### config.mk
export PLATFORM = sky130hd
export DESIGN_NAME = msp_status
export DESIGN_NICKNAME = d
export VERILOG_FILES = /design/src/pkg/msp_pkg.sv /design/src/msp_status.sv /design/src/msp_chan_flags.sv
export SDC_FILE = /design/constraint.sdc
export NUM_CORES = 1
export LEC_CHECK = 0
export ABC_AREA = 0
export BUFFER_PORTS_ARGS = -buffer_cell sky130_fd_sc_hd__buf_2
export CORE_ASPECT_RATIO = 1.4
export CORE_MARGIN = 3
export CORE_UTILIZATION = 44
export DETAILED_ROUTE_END_ITERATION = 6
export HOLD_SLACK_MARGIN = 0.1
export PLACE_DENSITY = 0.91
export REMOVE_ABC_BUFFERS = 1
export SKIP_LAST_GASP = 1
export SYNTH_ARGS = -nofsm -noshare
export SYNTH_HDL_FRONTEND = slang
export SYNTH_SLANG_ARGS = --single-unit
### constraint.sdc
create_clock -name sys_clk -period 2.56 [get_ports sys_clk]
set_input_delay 0.512 -clock sys_clk [delete_from_list [all_inputs] [get_ports sys_clk]]
set_output_delay 0.512 -clock sys_clk [all_outputs]
set_load 0.005 [all_outputs]
### src/pkg/msp_pkg.sv
// Constants for the vendor status flags and pin level readback block.
// Assumes a four-channel manager with paged commands and one device clock.
package msp_pkg;
  localparam int unsigned NUM_CHAN        = 4;
  localparam int unsigned PAGE_W          = 2;
  // Status flag bit positions
  localparam int unsigned SF_DISCHARGE    = 7;
  localparam int unsigned SF_BUS1_IN      = 6;
  localparam int unsigned SF_BUS0_IN      = 5;
  localparam int unsigned SF_SERVO_DONE   = 4;
  localparam int unsigned SF_DAC_CONN     = 3;
  localparam int unsigned SF_DAC_SAT      = 2;
  localparam int unsigned SF_AUX_OFF      = 1;
  localparam int unsigned SF_WATCHDOG     = 0;
  // Readback bit positions
  localparam int unsigned PR_PGOOD_DRV    = 15;
  localparam int unsigned PR_ALERT_DRV    = 14;
  localparam int unsigned PR_BUS0_DRV     = 13;
  localparam int unsigned PR_BUS1_DRV     = 12;
  localparam int unsigned PR_ADDR_SELECT_IN1_LSB    = 8;
  localparam int unsigned PR_ADDR_SELECT_IN0_LSB    = 6;
  localparam int unsigned PR_ON1          = 5;
  localparam int unsigned PR_ON0          = 4;
  localparam int unsigned PR_BUS0_LVL     = 3;
  localparam int unsigned PR_BUS1_LVL     = 2;
  localparam int unsigned PR_ON2          = 1;
  localparam int unsigned PR_ON3          = 0;
  localparam logic [7:0]  FLAGS_RST       = 8'h00;
  localparam logic [15:0] READBACK_RST    = 16'h0000;
  localparam logic [7:0]  STICKY_MASK     = 8'hE5;
  localparam logic [7:0]  ALERT_MASK      = 8'hE1;
  localparam logic [7:0]  TURNOFF_MASK    = 8'hE0;
  // Three-level select codes
  typedef enum logic [1:0] {
    MSP_SEL_LOW   = 2'b00,
    MSP_SEL_RSVD  = 2'b01,
    MSP_SEL_FLOAT = 2'b10,
    MSP_SEL_HIGH  = 2'b11
  } msp_sel_e;
endpackage : msp_pkg

### src/msp_status.sv
// Vendor status flag byte and pin level readback for a four-channel manager.
// Assumes a command decoder supplies page, clear and the events on sys_clk.
//
// Overview of operation
// - Channel sticky flags hold until clear-faults, command-on or control toggle; watchdog holds until clear-faults.
// - Any set alert-raising flag pulls the open-drain alert output low.
// - All-channel flags ignore page; others report the selected page's channel.
// - Only turn-off capable flags feed the channel shutdown request outputs.
// - Bit 7 sets on discharge fault while entering on; sticky, alerting.
// - Bit 6 sets on bus 1 low at turn-on or shutdown; clears on toggle/cycle/clear.
// - Bit 5 sets on bus 0 low at turn-on or shutdown; clears on toggle/cycle/clear.
// - With tracking enabled, the originating channel may also set bus flags.
// - Bit 4 shows live servo target reached; no sticky, no alert.
// - Bit 3 shows live DAC connected and driving; no sticky, no alert.
// - Bit 2 sticky when a servo ended at DAC limit; no alert.
// - Bit 1 live: auxiliary fault output released by voltage or current fault.
// - Bit 0 watchdog fault, shared by all channels, sticky, alerting, no shutdown.
// - Readback is read-only and shows pin levels before any deglitching.
// - Readback bit 15 reads 0 while we pull power-good low.
// - Readback bit 14 reads 0 while we pull alert low.
// - Bits 13:12 show own bus drive, bus 0 upper, 0 means pulling.
// - Bits 9:8 and 7:6 encode select 1 and 0: 11 high, 10 float, 00 low.
// - Bits 5,4,1,0 show on/off inputs 1,0,2,3 levels, high reads 1.
// - Bits 3:2 show bus levels, bus 0 upper, high reads 1.
`timescale 1ns/10ps
module msp_status
  import msp_pkg::*;
#(
  parameter int unsigned N_CH = NUM_CHAN
)(
  input  wire logic                     sys_clk,          // Device clock, 100 MHz
  input  wire logic                     arst_n,           // Async reset, active low
  input  wire logic                     clk_en,           // Freeze all state when low
  input  wire logic [PAGE_W-1:0]        page_sel,         // Selected channel page
  input  wire logic                     clear_faults,     // Clear-faults pulse
  input  wire logic [N_CH-1:0]          chan_on_cmd,      // User commands channel on
  input  wire logic [N_CH-1:0]          on_toggle,        // Control pin toggle or on/off cycle
  input  wire logic [N_CH-1:0]          turn_on_try,      // Channel attempting turn-on
  input  wire logic [N_CH-1:0]          discharge_fault,  // Discharge fault seen
  input  wire logic [N_CH-1:0]          bus1_shutdown,    // Shut down by bus 1
  input  wire logic [N_CH-1:0]          bus0_shutdown,    // Shut down by bus 0
  input  wire logic [N_CH-1:0]          track_en,         // Channel tracking enable
  input  wire logic [N_CH-1:0]          bus1_origin,      // Channel drove bus 1 fault
  input  wire logic [N_CH-1:0]          bus0_origin,      // Channel drove bus 0 fault
  input  wire logic [N_CH-1:0]          servo_done,       // Servo target reached, live
  input  wire logic [N_CH-1:0]          dac_connected,    // DAC driving output, live
  input  wire logic [N_CH-1:0]          dac_sat_event,    // Servo ended at DAC limit
  input  wire logic [N_CH-1:0]          aux_fault_off,    // Aux fault output released
  input  wire logic                     watchdog_event,   // Watchdog fault
  input  wire logic [N_CH-1:0]          off_cfg_en,       // Shutdown enable per channel
  input  wire logic                     shared_fault_bus0_n, // Raw bus 0 level
  input  wire logic                     shared_fault_bus1_n, // Raw bus 1 level
  input  wire logic                     bus0_pull,        // We pull bus 0 low
  input  wire logic                     bus1_pull,        // We pull bus 1 low
  input  wire logic                     pgood_pull,       // We pull power-good low
  input  wire logic [1:0]               addr_select_in0,  // Select 0 {driven, level}
  input  wire logic [1:0]               addr_select_in1,  // Select 1 {driven, level}
  input  wire logic                     on_off_input0,    // Raw on/off 0
  input  wire logic                     on_off_input1,    // Raw on/off 1
  input  wire logic                     on_off_input2,    // Raw on/off 2
  input  wire logic                     on_off_input3,    // Raw on/off 3
  output logic [7:0]                    vendor_status_flags, // Paged flag byte
  output logic [15:0]                   pin_level_readback,  // Pad readback word
  output logic                          alert_out,        // Alert pin output value
  output logic                          alert_oe_n,       // Alert enable, low drives
  output logic [N_CH-1:0]               shutdown_req      // Channel off request
);
  // Select pin decode: driven high, driven low, or floating
  function automatic logic [1:0] sel_code(input logic [1:0] pin);
    if (!pin[1]) begin
      sel_code = MSP_SEL_FLOAT;
    end else if (pin[0]) begin
      sel_code = MSP_SEL_HIGH;
    end else begin
      sel_code = MSP_SEL_LOW;
    end
  endfunction : sel_code

  logic [N_CH-1:0] st_dis;
  logic [N_CH-1:0] st_b1;
  logic [N_CH-1:0] st_b0;
  logic [N_CH-1:0] st_sat;
  logic [N_CH-1:0] ev_b1;
  logic [N_CH-1:0] ev_b0;
  logic [N_CH-1:0] ev_dis;
  logic [N_CH-1:0] chan_alert;

  genvar g;
  generate
    for (g = 0; g < N_CH; g++) begin : g_ch
      // Turn-on while bus low, shutdown by bus, or origin under tracking
      assign ev_b1[g]  = (turn_on_try[g] && !shared_fault_bus1_n) || bus1_shutdown[g]
                         || (track_en[g] && bus1_origin[g]);
      assign ev_b0[g]  = (turn_on_try[g] && !shared_fault_bus0_n) || bus0_shutdown[g]
                         || (track_en[g] && bus0_origin[g]);
      assign ev_dis[g] = discharge_fault[g] && turn_on_try[g];

      // All four flags clear on control toggle as well as on command-on
      msp_chan_flags u_flags (
        .sys_clk        (sys_clk),
        .arst_n         (arst_n),
        .clk_en         (clk_en),
        .clr_all        (clear_faults),
        .chan_on_cmd    (chan_on_cmd[g] || on_toggle[g]),
        .ev_discharge   (ev_dis[g]),
        .ev_bus1        (ev_b1[g]),
        .ev_bus0        (ev_b0[g]),
        .ev_dac_sat     (dac_sat_event[g]),
        .flag_discharge (st_dis[g]),
        .flag_bus1      (st_b1[g]),
        .flag_bus0      (st_b0[g]),
        .flag_dac_sat   (st_sat[g])
      );
      assign chan_alert[g] = st_dis[g] | st_b1[g] | st_b0[g];
      // Watchdog deliberately excluded from shutdown
      assign shutdown_req[g] = off_cfg_en[g] & (st_dis[g] | st_b1[g] | st_b0[g]);
    end
  endgenerate

  // Watchdog flag, shared by all channels
  logic wdog_ff;
  logic nxt_wdog;
  always_comb begin
    nxt_wdog = wdog_ff;
    if (clear_faults) begin
      nxt_wdog = 1'b0;
    end
    nxt_wdog = nxt_wdog | watchdog_event;
  end

  // Registered outputs
  logic [7:0]  flags_ff;
  logic [7:0]  nxt_flags;
  logic [15:0] pads_ff;
  logic [15:0] nxt_pads;
  logic        alert_ff;
  logic        nxt_alert;

  always_comb begin
    nxt_flags = FLAGS_RST;
    nxt_flags[SF_DISCHARGE]  = st_dis[page_sel];
    nxt_flags[SF_BUS1_IN]    = st_b1[page_sel];
    nxt_flags[SF_BUS0_IN]    = st_b0[page_sel];
    nxt_flags[SF_SERVO_DONE] = servo_done[page_sel];
    nxt_flags[SF_DAC_CONN]   = dac_connected[page_sel];
    nxt_flags[SF_DAC_SAT]    = st_sat[page_sel];
    nxt_flags[SF_AUX_OFF]    = aux_fault_off[page_sel];
    nxt_flags[SF_WATCHDOG]   = wdog_ff;
  end

  always_comb begin
    // Alert watches every channel, not just the paged one
    nxt_alert = (|chan_alert) | wdog_ff;
  end

  always_comb begin
    // Raw pins, no deglitch: a glitch may show in a single read
    nxt_pads = READBACK_RST;
    nxt_pads[PR_PGOOD_DRV] = ~pgood_pull;
    nxt_pads[PR_ALERT_DRV] = ~alert_ff;
    nxt_pads[PR_BUS0_DRV]  = ~bus0_pull;
    nxt_pads[PR_BUS1_DRV]  = ~bus1_pull;
    nxt_pads[PR_ADDR_SELECT_IN1_LSB +: 2] = sel_code(addr_select_in1);
    nxt_pads[PR_ADDR_SELECT_IN0_LSB +: 2] = sel_code(addr_select_in0);
    nxt_pads[PR_ON1] = on_off_input1;
    nxt_pads[PR_ON0] = on_off_input0;
    nxt_pads[PR_ON2] = on_off_input2;
    nxt_pads[PR_ON3] = on_off_input3;
    nxt_pads[PR_BUS0_LVL] = shared_fault_bus0_n;
    nxt_pads[PR_BUS1_LVL] = shared_fault_bus1_n;
  end

  always_ff @(posedge sys_clk or negedge arst_n) begin
    if (!arst_n) begin
      wdog_ff  <= 1'b0;
      flags_ff <= FLAGS_RST;
      pads_ff  <= READBACK_RST;
      alert_ff <= 1'b0;
    end else if (clk_en) begin
      wdog_ff  <= nxt_wdog;
      flags_ff <= nxt_flags;
      pads_ff  <= nxt_pads;
      alert_ff <= nxt_alert;
    end
  end

  assign vendor_status_flags = flags_ff;
  assign pin_level_readback  = pads_ff;
  // Open-drain: output value always low, enable low while pulling
  assign alert_out  = 1'b0;
  assign alert_oe_n = ~alert_ff;
endmodule : msp_status

### src/msp_chan_flags.sv
// One channel's sticky status flags.
// Assumes event inputs are single-cycle or level, synchronous to sys_clk.
`timescale 1ns/10ps
module msp_chan_flags
  import msp_pkg::*;
(
  input  wire logic sys_clk,       // Device clock
  input  wire logic arst_n,        // Async reset
  input  wire logic clk_en,        // Freeze when low
  input  wire logic clr_all,       // Clear-faults command
  input  wire logic chan_on_cmd,   // Channel commanded on
  input  wire logic ev_discharge,  // Discharge fault event
  input  wire logic ev_bus1,       // Bus 1 event
  input  wire logic ev_bus0,       // Bus 0 event
  input  wire logic ev_dac_sat,    // DAC saturated event
  output logic      flag_discharge,// Sticky discharge
  output logic      flag_bus1,     // Sticky bus 1
  output logic      flag_bus0,     // Sticky bus 0
  output logic      flag_dac_sat   // Sticky saturation
);
  logic [3:0] flags_ff;
  logic [3:0] nxt_flags;
  logic [3:0] ev;

  assign ev = {ev_discharge, ev_bus1, ev_bus0, ev_dac_sat};

  always_comb begin
    nxt_flags = flags_ff;
    if (clr_all || chan_on_cmd) begin
      nxt_flags = 4'h0;
    end
    nxt_flags = nxt_flags | ev;    // Set wins over clear
  end

  always_ff @(posedge sys_clk or negedge arst_n) begin
    if (!arst_n) begin
      flags_ff <= 4'h0;
    end else if (clk_en) begin
      flags_ff <= nxt_flags;
    end
  end

  assign flag_discharge = flags_ff[3];
  assign flag_bus1      = flags_ff[2];
  assign flag_bus0      = flags_ff[1];
  assign flag_dac_sat   = flags_ff[0];
endmodule : msp_chan_flags

; Word-level counts from Yosys, hierarchy flattened
; Index checks and enable logic that the tools add are counted.
[totals]
ff_bits = 40
input_bits = 76
out_inout_bits = 30
wordCells = 101
[classes]
n_lt_le_gt_ge = 1
muxes = 23
bitwise_logic = 22
n_reduce_logical = 47
[ops]
columns = cell, count
row1 = logical OR 1 bit, 24
row2 = logical AND 1 bit, 20
row3 = 2-to-1 mux 4 bit, 4
row4 = bitwise OR 4 bit, 4
row5 = binary-select mux 1 bit (select 2 bit), 7
row6 = bitwise OR 1 bit, 10
row7 = 2-to-1 mux 1 bit, 8
row8 = 2-to-1 mux 2 bit, 4
row9 = bitwise AND 1 bit, 4
row10 = NOT 1 bit, 4
row11 = OR reduction 4 bit, 1
row12 = "less-than comparator 2 x 3 -> 1 bit, second input constant", 1
row13 = zero test 1 bit, 2

; Logic depth before layout (Yosys ltp)
; Gate-level depths: netlist of the first run.
[logic_depth]
ltp_word = 5
mapped_depth = 5
mapped_depth_nobuf = 3

; Modules after synthesis
; From an unflattened synthesis of the first run, not the netlist that was laid out.
[unflattened]
cells_unflattened = 164
hier_area_um2 = 1943.1
[modules_own_cells]
columns = mod, instances, cells_per_inst, area_each_um2, seq_area_each_um2
row1 = msp_status, 1, 128, 1367.6, 600.6
row2 = msp_chan_flags, 4, 9, 143.9, 100.1

; Worst setup path after synthesis of the first run
; No wires, ideal clock.
[synth_timing]
path_kind = register -> output
from = reg g_ch[1].u_flags.flags_ff[2]
to = out shutdown_req[1]
arrival_time_ns = 0.899
required_time_ns = 2.048
slack_ns = 1.149
stages_incl_launch_ff = 3
n_path_buf = 0
path_cell_list = dfrtp_1 -> or3_1 -> and2_1
[synth_between]
elab_chain_cells = 3
[synth_lines]
columns = element, line_no
row1 = start: declaration, msp_chan_flags.sv:21  ; logic [3:0] flags_ff;
row2 = start signal: assignment, msp_chan_flags.sv:39  ; flags_ff <= nxt_flags;
row3 = bitwise OR 1 bit (2 in series), msp_status.sv:116  ; assign shutdown_req[g] = off_cfg_en[g] & (st_dis[g] | st_b1[g] | st_b0[g]);
row4 = bitwise AND 1 bit, msp_status.sv:116
row5 = end: declaration, msp_status.sv:66  ; output logic [N_CH-1:0] shutdown_req
; No other way between the ends.

; Final worst setup path of the first run
; Same ends and word-level chain as after synthesis.

==> summary.txt, run 1 <==
Synthesis
  • Synth Area per Inst: roughly 12 µm²
  • Synth area leader: dfrtp_1
  • Post-synthesis sequential area ratio: 0.5175
  • Area share of the largest cell type after synthesis: 0.5175
  • Ys Warns: 0
  • Netlist Area Pre-Place: 0.001934 mm²
  • Ranking of synthesized cells by area: dfrtp_1 52%, a22o_1 5.9%, mux2i_1 5.2%
  • Yosys reg bits: 40
  • Mapped Cells: roughly 160
  • Netlist cell types: 32

Clock tree
  • CTS Root Buffer Type: clkbuf_8
  • H-tree depth: 2
  • Sink Count: 40
  • Post-CTS Hold Fix Bufs: 0
  • CTS Buf Count: 5
  • Clk_lat worst skew: 0.30 ns
  • Clk slew on worst S/H paths: ~0.08 ns
  • Post_cts resized: 0
  • CTS tree: yes
  • Setup bufs post-CTS: 0
  • CTS Buffer Depth: 2

Detailed routing
  • Iter 0 DRT Violations: 39
  • DR top layer: met4
  • Wl on met1: between 1500 and 2000 µm
  • Drt wl/cell: 16.13 µm
  • Met2 wire length: approximately 2800 µm
  • WL met3: between 300 and 400 µm
  • Vias per std cell: ~5.2
  • Routed via count: about 1600
  • WL final: about 5100 µm
  • Drt first pass iters: 4
  • Antenna Nets Post-Route: 0
  • # DRC: 0

Finish
  • Most common cell after layout, fill and taps aside: buf_2
  • Synthesis-to-finish area growth: 32.15%
  • Fill cell count: about 340
  • Most used cells in the layout excluding fill and tap cells: 102 x buf_2, 40 x dfrtp_1, 13 x a22o_1
  • Final nets: 336
  • Share of cells above drive strength 1: 0.4866
  • Diode count: 0

Critical path
  • CP max FO: 3
  • RR Startpoint: g_ch[1].u_flags.flags_ff[2]
  • R2R cell count: 3
  • CP required: between 2 and 2.5 ns
  • Worst path slowest cell: or3_1
  • Crit path kind: flip-flop to output pin
  • Top delay family on crit path: simple AND/OR/NAND/NOR gates
  • Reg2Reg Setup Slack: roughly 1.3 ns
  • Critical path buffers and inverters: 1
  • Worst path cell trace: or3_1 > and2_1 > buf_2
  • CP Launch Type: flip-flop
  • Reg2Reg Capture Point: alert_ff
  • Crit. End Element: output pin
  • Worst Path Arrival: ~1.4 ns
  • Worst path max stage delay: between 0.4 and 0.5 ns

Timing
  • Max Clk Rate: 527.5 MHz
  • RSZ-0062 raised after global routing: no
  • Final hold violations: 0
  • Slew Limit Fails: 0
  • Final worst setup slack: ~0.66 ns
  • Max transition margin: 0.4196
  • Worst Tran Pin Value: ~0.87 ns
  • Fin crit share: 0.7405
  • Setup-failing EPs final: 0
  • Clock Skews: approximately 0.005 ns
  • Setup TNS: 0 ns
  • Hold_ws: 0.3258 ns
  • Min Tclk post-route: ~1.9 ns

Status
  • Outcome: complete, no violations

GRT
  • Global-route wire length before repair: 8010 µm
  • Antenna violations before repair: 0
  • Vias in the first global route: around 1700
  • Gr ovfl total: 0
  • Largest net degree at the start of global routing: 41
  • Total GRT Usage: 0.2077

Floorplanning
  • Core Box Area: 0.004088 mm²
  • Die area: between 0.005 and 0.006 mm²
  • Starting density of the core: 0.4732
  • Row count: 27
  • Die Height: 84.45 µm
  • IO Pins: between 100 and 150
  • Die X: just over 60 µm

Pwr
  • LEAKAGE: 0.001303 µW
  • Worst vdd ir: between 0.4 and 0.5 mV
  • PD cells: roughly 600 mW/mm²

Placement
  • PortBufs: roughly 100
  • Detail Placement HPWL: ~4200 µm
  • Routability Congestion: between 0.7 and 0.8
  • Post-Place Worst Slack: just over 0.9 ns

Flow run
  • Max_cap viols: 0

Hold path
  • Worst hold path type: input pin to async pin
kinds of logic (layout without fill, tap and decap cells):
group	after synthesis	after routing	synth area share
DFF	40	40	0.5175
AOI/OAI and AO/OA	50	50	0.2096
and+or+nand+nor	21	21	0.05951
muxes	25	25	0.1449
buffers and inverters	22	122	0.06663
other	1	3	0.001939
Yosys cell counts (all sizes together):
cell type / count
dfrtp: 40
mux2: 15
a22o: 13
buf: 10
inv: 10
mux2i: 10
nor2b: 9
o21ai: 9
a221o: 8
a21oi: 7
a32o: 4
o31ai: 4
nor2: 3
a31oi: 2
clkbuf: 2
nand2: 2
nand3: 2
nor4: 2
o31a: 2
a41oi: 1
and2: 1
conb: 1
nor3: 1
or3: 1
power breakdown:
group / total, µW / switching (µW) / internal [µW]
sequential: 739 / 42.1 / 697
combinational: 283 / 128 / 155
clock: 506 / 217 / 289
how the worst max path moves through the flow:
stage	start	endpoint	slack (ns)	cells past startpoint
after floorplan	g_ch[1].u_flags.flags_ff[2]	shutdown_req[1]	1.15	2
after global placement	clk_en	g_ch[2].u_flags.flags_ff[2]	0.97	4
after detailed placement	clk_en	g_ch[2].u_flags.flags_ff[2]	0.93	4
after CTS	g_ch[1].u_flags.flags_ff[2]	shutdown_req[1]	0.65	3
after global routing	g_ch[1].u_flags.flags_ff[2]	shutdown_req[1]	0.60	3
final	g_ch[1].u_flags.flags_ff[2]	shutdown_req[1]	0.66	3
per-stage QoR:
step           cells  power, µW  area [µm²]    util
4_1_cts          319       1541        2556  0.6253
3_5_place_dp     311       1038        2449  0.5990
6_report         319       1527        2556  0.6253
5_1_grt          319       1602        2556  0.6253
2_1_floorplan    149      867.6        1851       -
3_3_place_gp     311       1024        2449  0.5990
area by class of cell:
| type | instances | area (µm²) | area share |
|---|---|---|---|
| clock buffers | 6 | 72.57 | 0.02839 |
| repair buffers | 104 | 525.5 | 0.2056 |
| well taps | 58 | 72.57 | 0.02839 |
| multi-input cells | 99 | 812.0 | 0.3177 |
| flip-flops and latches | 40 | 1001 | 0.3916 |
| inverters | 10 | 37.54 | 0.01468 |
| clock inverters | 2 | 35.03 | 0.01371 |
layer usage:
metal,GRT usage,vias up
met2,0.3547,75
met5,0,-
met3,0.05846,14
met1,0.2323,767
li1,-,789
met4,0.08301,0
sequential cells by signal (all words and copies together) (netlist names):
signal,count
pin_level_readback,14
alert_ff,1
g_ch.u_flags.flags_ff,16
wdog_ff,1
vendor_status_flags,8
worst reg2reg max path, stage by stage, from the launching register on:
cell and delay, ns:
dfrtp_1 0.39, or3_1 0.41, nor4_1 0.18, a41oi_1 0.14
Note: power is estimated with default switching activity, not from simulation.
==> run 2, diff against run 1 <==
clock period = 1.8 ns   (was 2.56 ns; I/O delays follow)
==> run 2 against run 1 <==
Global-route usage down 0.92 points. Combinational power up 46%. Count of clock-buffer cells in the layout down 1. Utilization up 1.1 points. Total power up 44%. Critical path type unchanged. Final area up 1.7%. Worst setup slack worse by 0.61 ns. Sequential power up 42%. Die area unchanged. Via count up 3.2%. Sequential share of layout area down 0.66 points. Clock power up 46%.
==> summary.txt, run 2 (same netlist as run 1, synthesis figures left out) <==
Finish
  • Largest register FFs: 16
  • Synthesis-to-finish area growth: 34.41%
  • Share of cells above drive strength 1: 0.5000
  • Diode count: 0
  • Most common cell after layout, fill and taps aside: buf_2
  • Final nets: about 340
  • Fill cell count: 330
  • Top reg by flops: g_ch.u_flags.flags_ff
  • Fin area: 0.002600 mm²
  • Most used cells in the layout excluding fill and tap cells: 102 x buf_2, 40 x dfrtp_1, 13 x a22o_1
  • Reg area: between 0.001 and 0.0015 mm²
  • Multi-input logic area: slightly above 800 µm²

Pwr
  • LEAKAGE: 0.001323 µW
  • Switching share of power: 0.2606
  • Pint: 1630 µW
  • Comb pwr share: 0.187
  • Reg power frac: 0.478
  • Switching power: 574.4 µW
  • Total power: roughly 2200 µW
  • PD cells: 847.8 mW/mm²
  • Worst vdd ir: approximately 0.53 mV
  • Clk pwr share: 0.334

Timing
  • Clock Skews: between 0.004 and 0.005 ns
  • Setup-failing EPs final: 0
  • RSZ-0062 raised after global routing: no
  • Final hold violations: 0
  • Slew Limit Fails: 0
  • Setup TNS: 0 ns
  • Max Clk Rate: 573.9 MHz
  • Fin crit share: 0.9680
  • Min Tclk post-route: approximately 1.7 ns

Detailed routing
  • WL final: 5048 µm
  • Vias per std cell: approximately 5.3
  • Antenna Nets Post-Route: 0
  • Routed via count: between 1500 and 2000
  • Drt first pass iters: 4
  • # DRC: 0
  • Iter 0 DRT Violations: 29
  • Drt wl/cell: 15.68 µm

Floorplanning
  • Row count: 27
  • Die X: about 62 µm
  • Core Box Area: roughly 0.004 mm²
  • Starting density of the core: 0.4732
  • Die Height: 84.45 µm
  • Die area: between 0.005 and 0.006 mm²
  • IO Pins: 106

GRT
  • Total GRT Usage: 0.1986
  • Vias in the first global route: between 1500 and 2000
  • Largest net degree at the start of global routing: between 40 and 50
  • Antenna violations before repair: 0
  • Global-route wire length before repair: 7721 µm
  • Gr ovfl total: 0

Critical path
  • Worst path cell trace: or3_4 > and2_1 > buf_2
  • R2R cell count: 3
  • Worst Path Arrival: roughly 1.4 ns
  • Crit. End Element: output pin
  • Worst path slowest cell: dfrtp_1
  • CP max FO: 3
  • CP Launch Type: flip-flop
  • Reg2Reg Capture Point: alert_ff
  • RR Startpoint: g_ch[1].u_flags.flags_ff[2]
  • Reg2Reg Setup Slack: 0.46 ns
  • Worst path max stage delay: between 0.4 and 0.5 ns
  • CP required: around 1.4 ns
  • Critical path buffers and inverters: 1
  • Top delay family on crit path: simple AND/OR/NAND/NOR gates
  • Crit path kind: flip-flop to output pin

Clock tree
  • CTS Root Buffer Type: clkbuf_8
  • Sink Count: 40
  • CTS Buf Count: 5
  • Setup bufs post-CTS: 0
  • CTS tree: yes
  • Clk slew on worst S/H paths: about 0.08 ns
  • H-tree depth: 2
  • CTS Buffer Depth: 2
  • Clk_lat worst skew: around 0.3 ns

Status
  • Outcome: complete, no violations

Placement
  • Placement Cell Area: between 0.002 and 0.0025 mm²
  • Detail Placement HPWL: 4038 µm
  • PortBufs: approximately 100
  • Routability Congestion: a little over 0.7

Flow run
  • Max_cap viols: 0

Hold path
  • Worst hold path type: input pin to async pin
==> run 2: repair_timing <==
action / in CTS / in global routing
hold buffers: 0 / 0
gates resized for setup: 0 / 1
setup endpoints to repair: 0 / 1
==> run 2: worst reg2reg max path: cells and delay by family, from the launching register on <==
family             cells  cell delay, ns
DFF                    1            0.41
and+or+nand+nor        2            0.63
AOI/OAI and AO/OA      1            0.16
==> run 2: power by group through the flow <==
stage / Clock, µW / Sequential, µW / Combinational, µW
CTS: 740 / 1050 / 418
global placement: 0 / 1070 / 401
detailed placement: 0 / 1070 / 416
finish: 737 / 1050 / 413
global route: 781 / 1070 / 456
floorplan: 0 / 1060 / 173
==> run 2: layout make-up <==
cell class	instances	area share
sequential	40	0.3850
clock buffer	5	0.02647
timing repair buffer	107	0.2156
tap	58	0.02791
clock inverter	3	0.01636
multi-input combinational	99	0.3142
inverter	10	0.01444
==> run 2: per-layer routing <==
layer / up-vias / routed length, µm / track usage / part of all wire
met5: - / 0 / 0 / 0
met4: 0 / 141 / 0.08687 / 0.028
met3: 15 / 312 / 0.04154 / 0.062
met2: 73 / 2659 / 0.3292 / 0.53
met1: 806 / 1935 / 0.2378 / 0.38
li1: 804 / - / - / -
==> run 2: worst max path at each step <==
stage | start | end | slack, ns | depth (start not counted)
global placement | page_sel[0] | vendor_status_flags[2] | 0.38 | 4
floorplan | g_ch[1].u_flags.flags_ff[2] | shutdown_req[1] | 0.54 | 2
finish | g_ch[1].u_flags.flags_ff[2] | shutdown_req[1] | 0.06 | 3
detailed placement | clk_en | vendor_status_flags[7] | 0.32 | 5
global route | g_ch[1].u_flags.flags_ff[2] | shutdown_req[1] | 0.01 | 3
CTS | g_ch[1].u_flags.flags_ff[2] | shutdown_req[1] | 0.05 | 3
==> run 2: metrics by stage <==
step | hold slack, ns | util | cells | setup slack (ns)
2_1_floorplan | 0.06441 | - | 149 | 0.5414
3_3_place_gp | 0.4346 | 0.6076 | 314 | 0.3804
3_5_place_dp | 0.4453 | 0.6076 | 314 | 0.3228
4_1_cts | 0.1242 | 0.6348 | 322 | 0.04905
5_1_grt | 0.1476 | 0.6361 | 322 | 0.01170
6_report | 0.1068 | 0.6361 | 322 | 0.05766
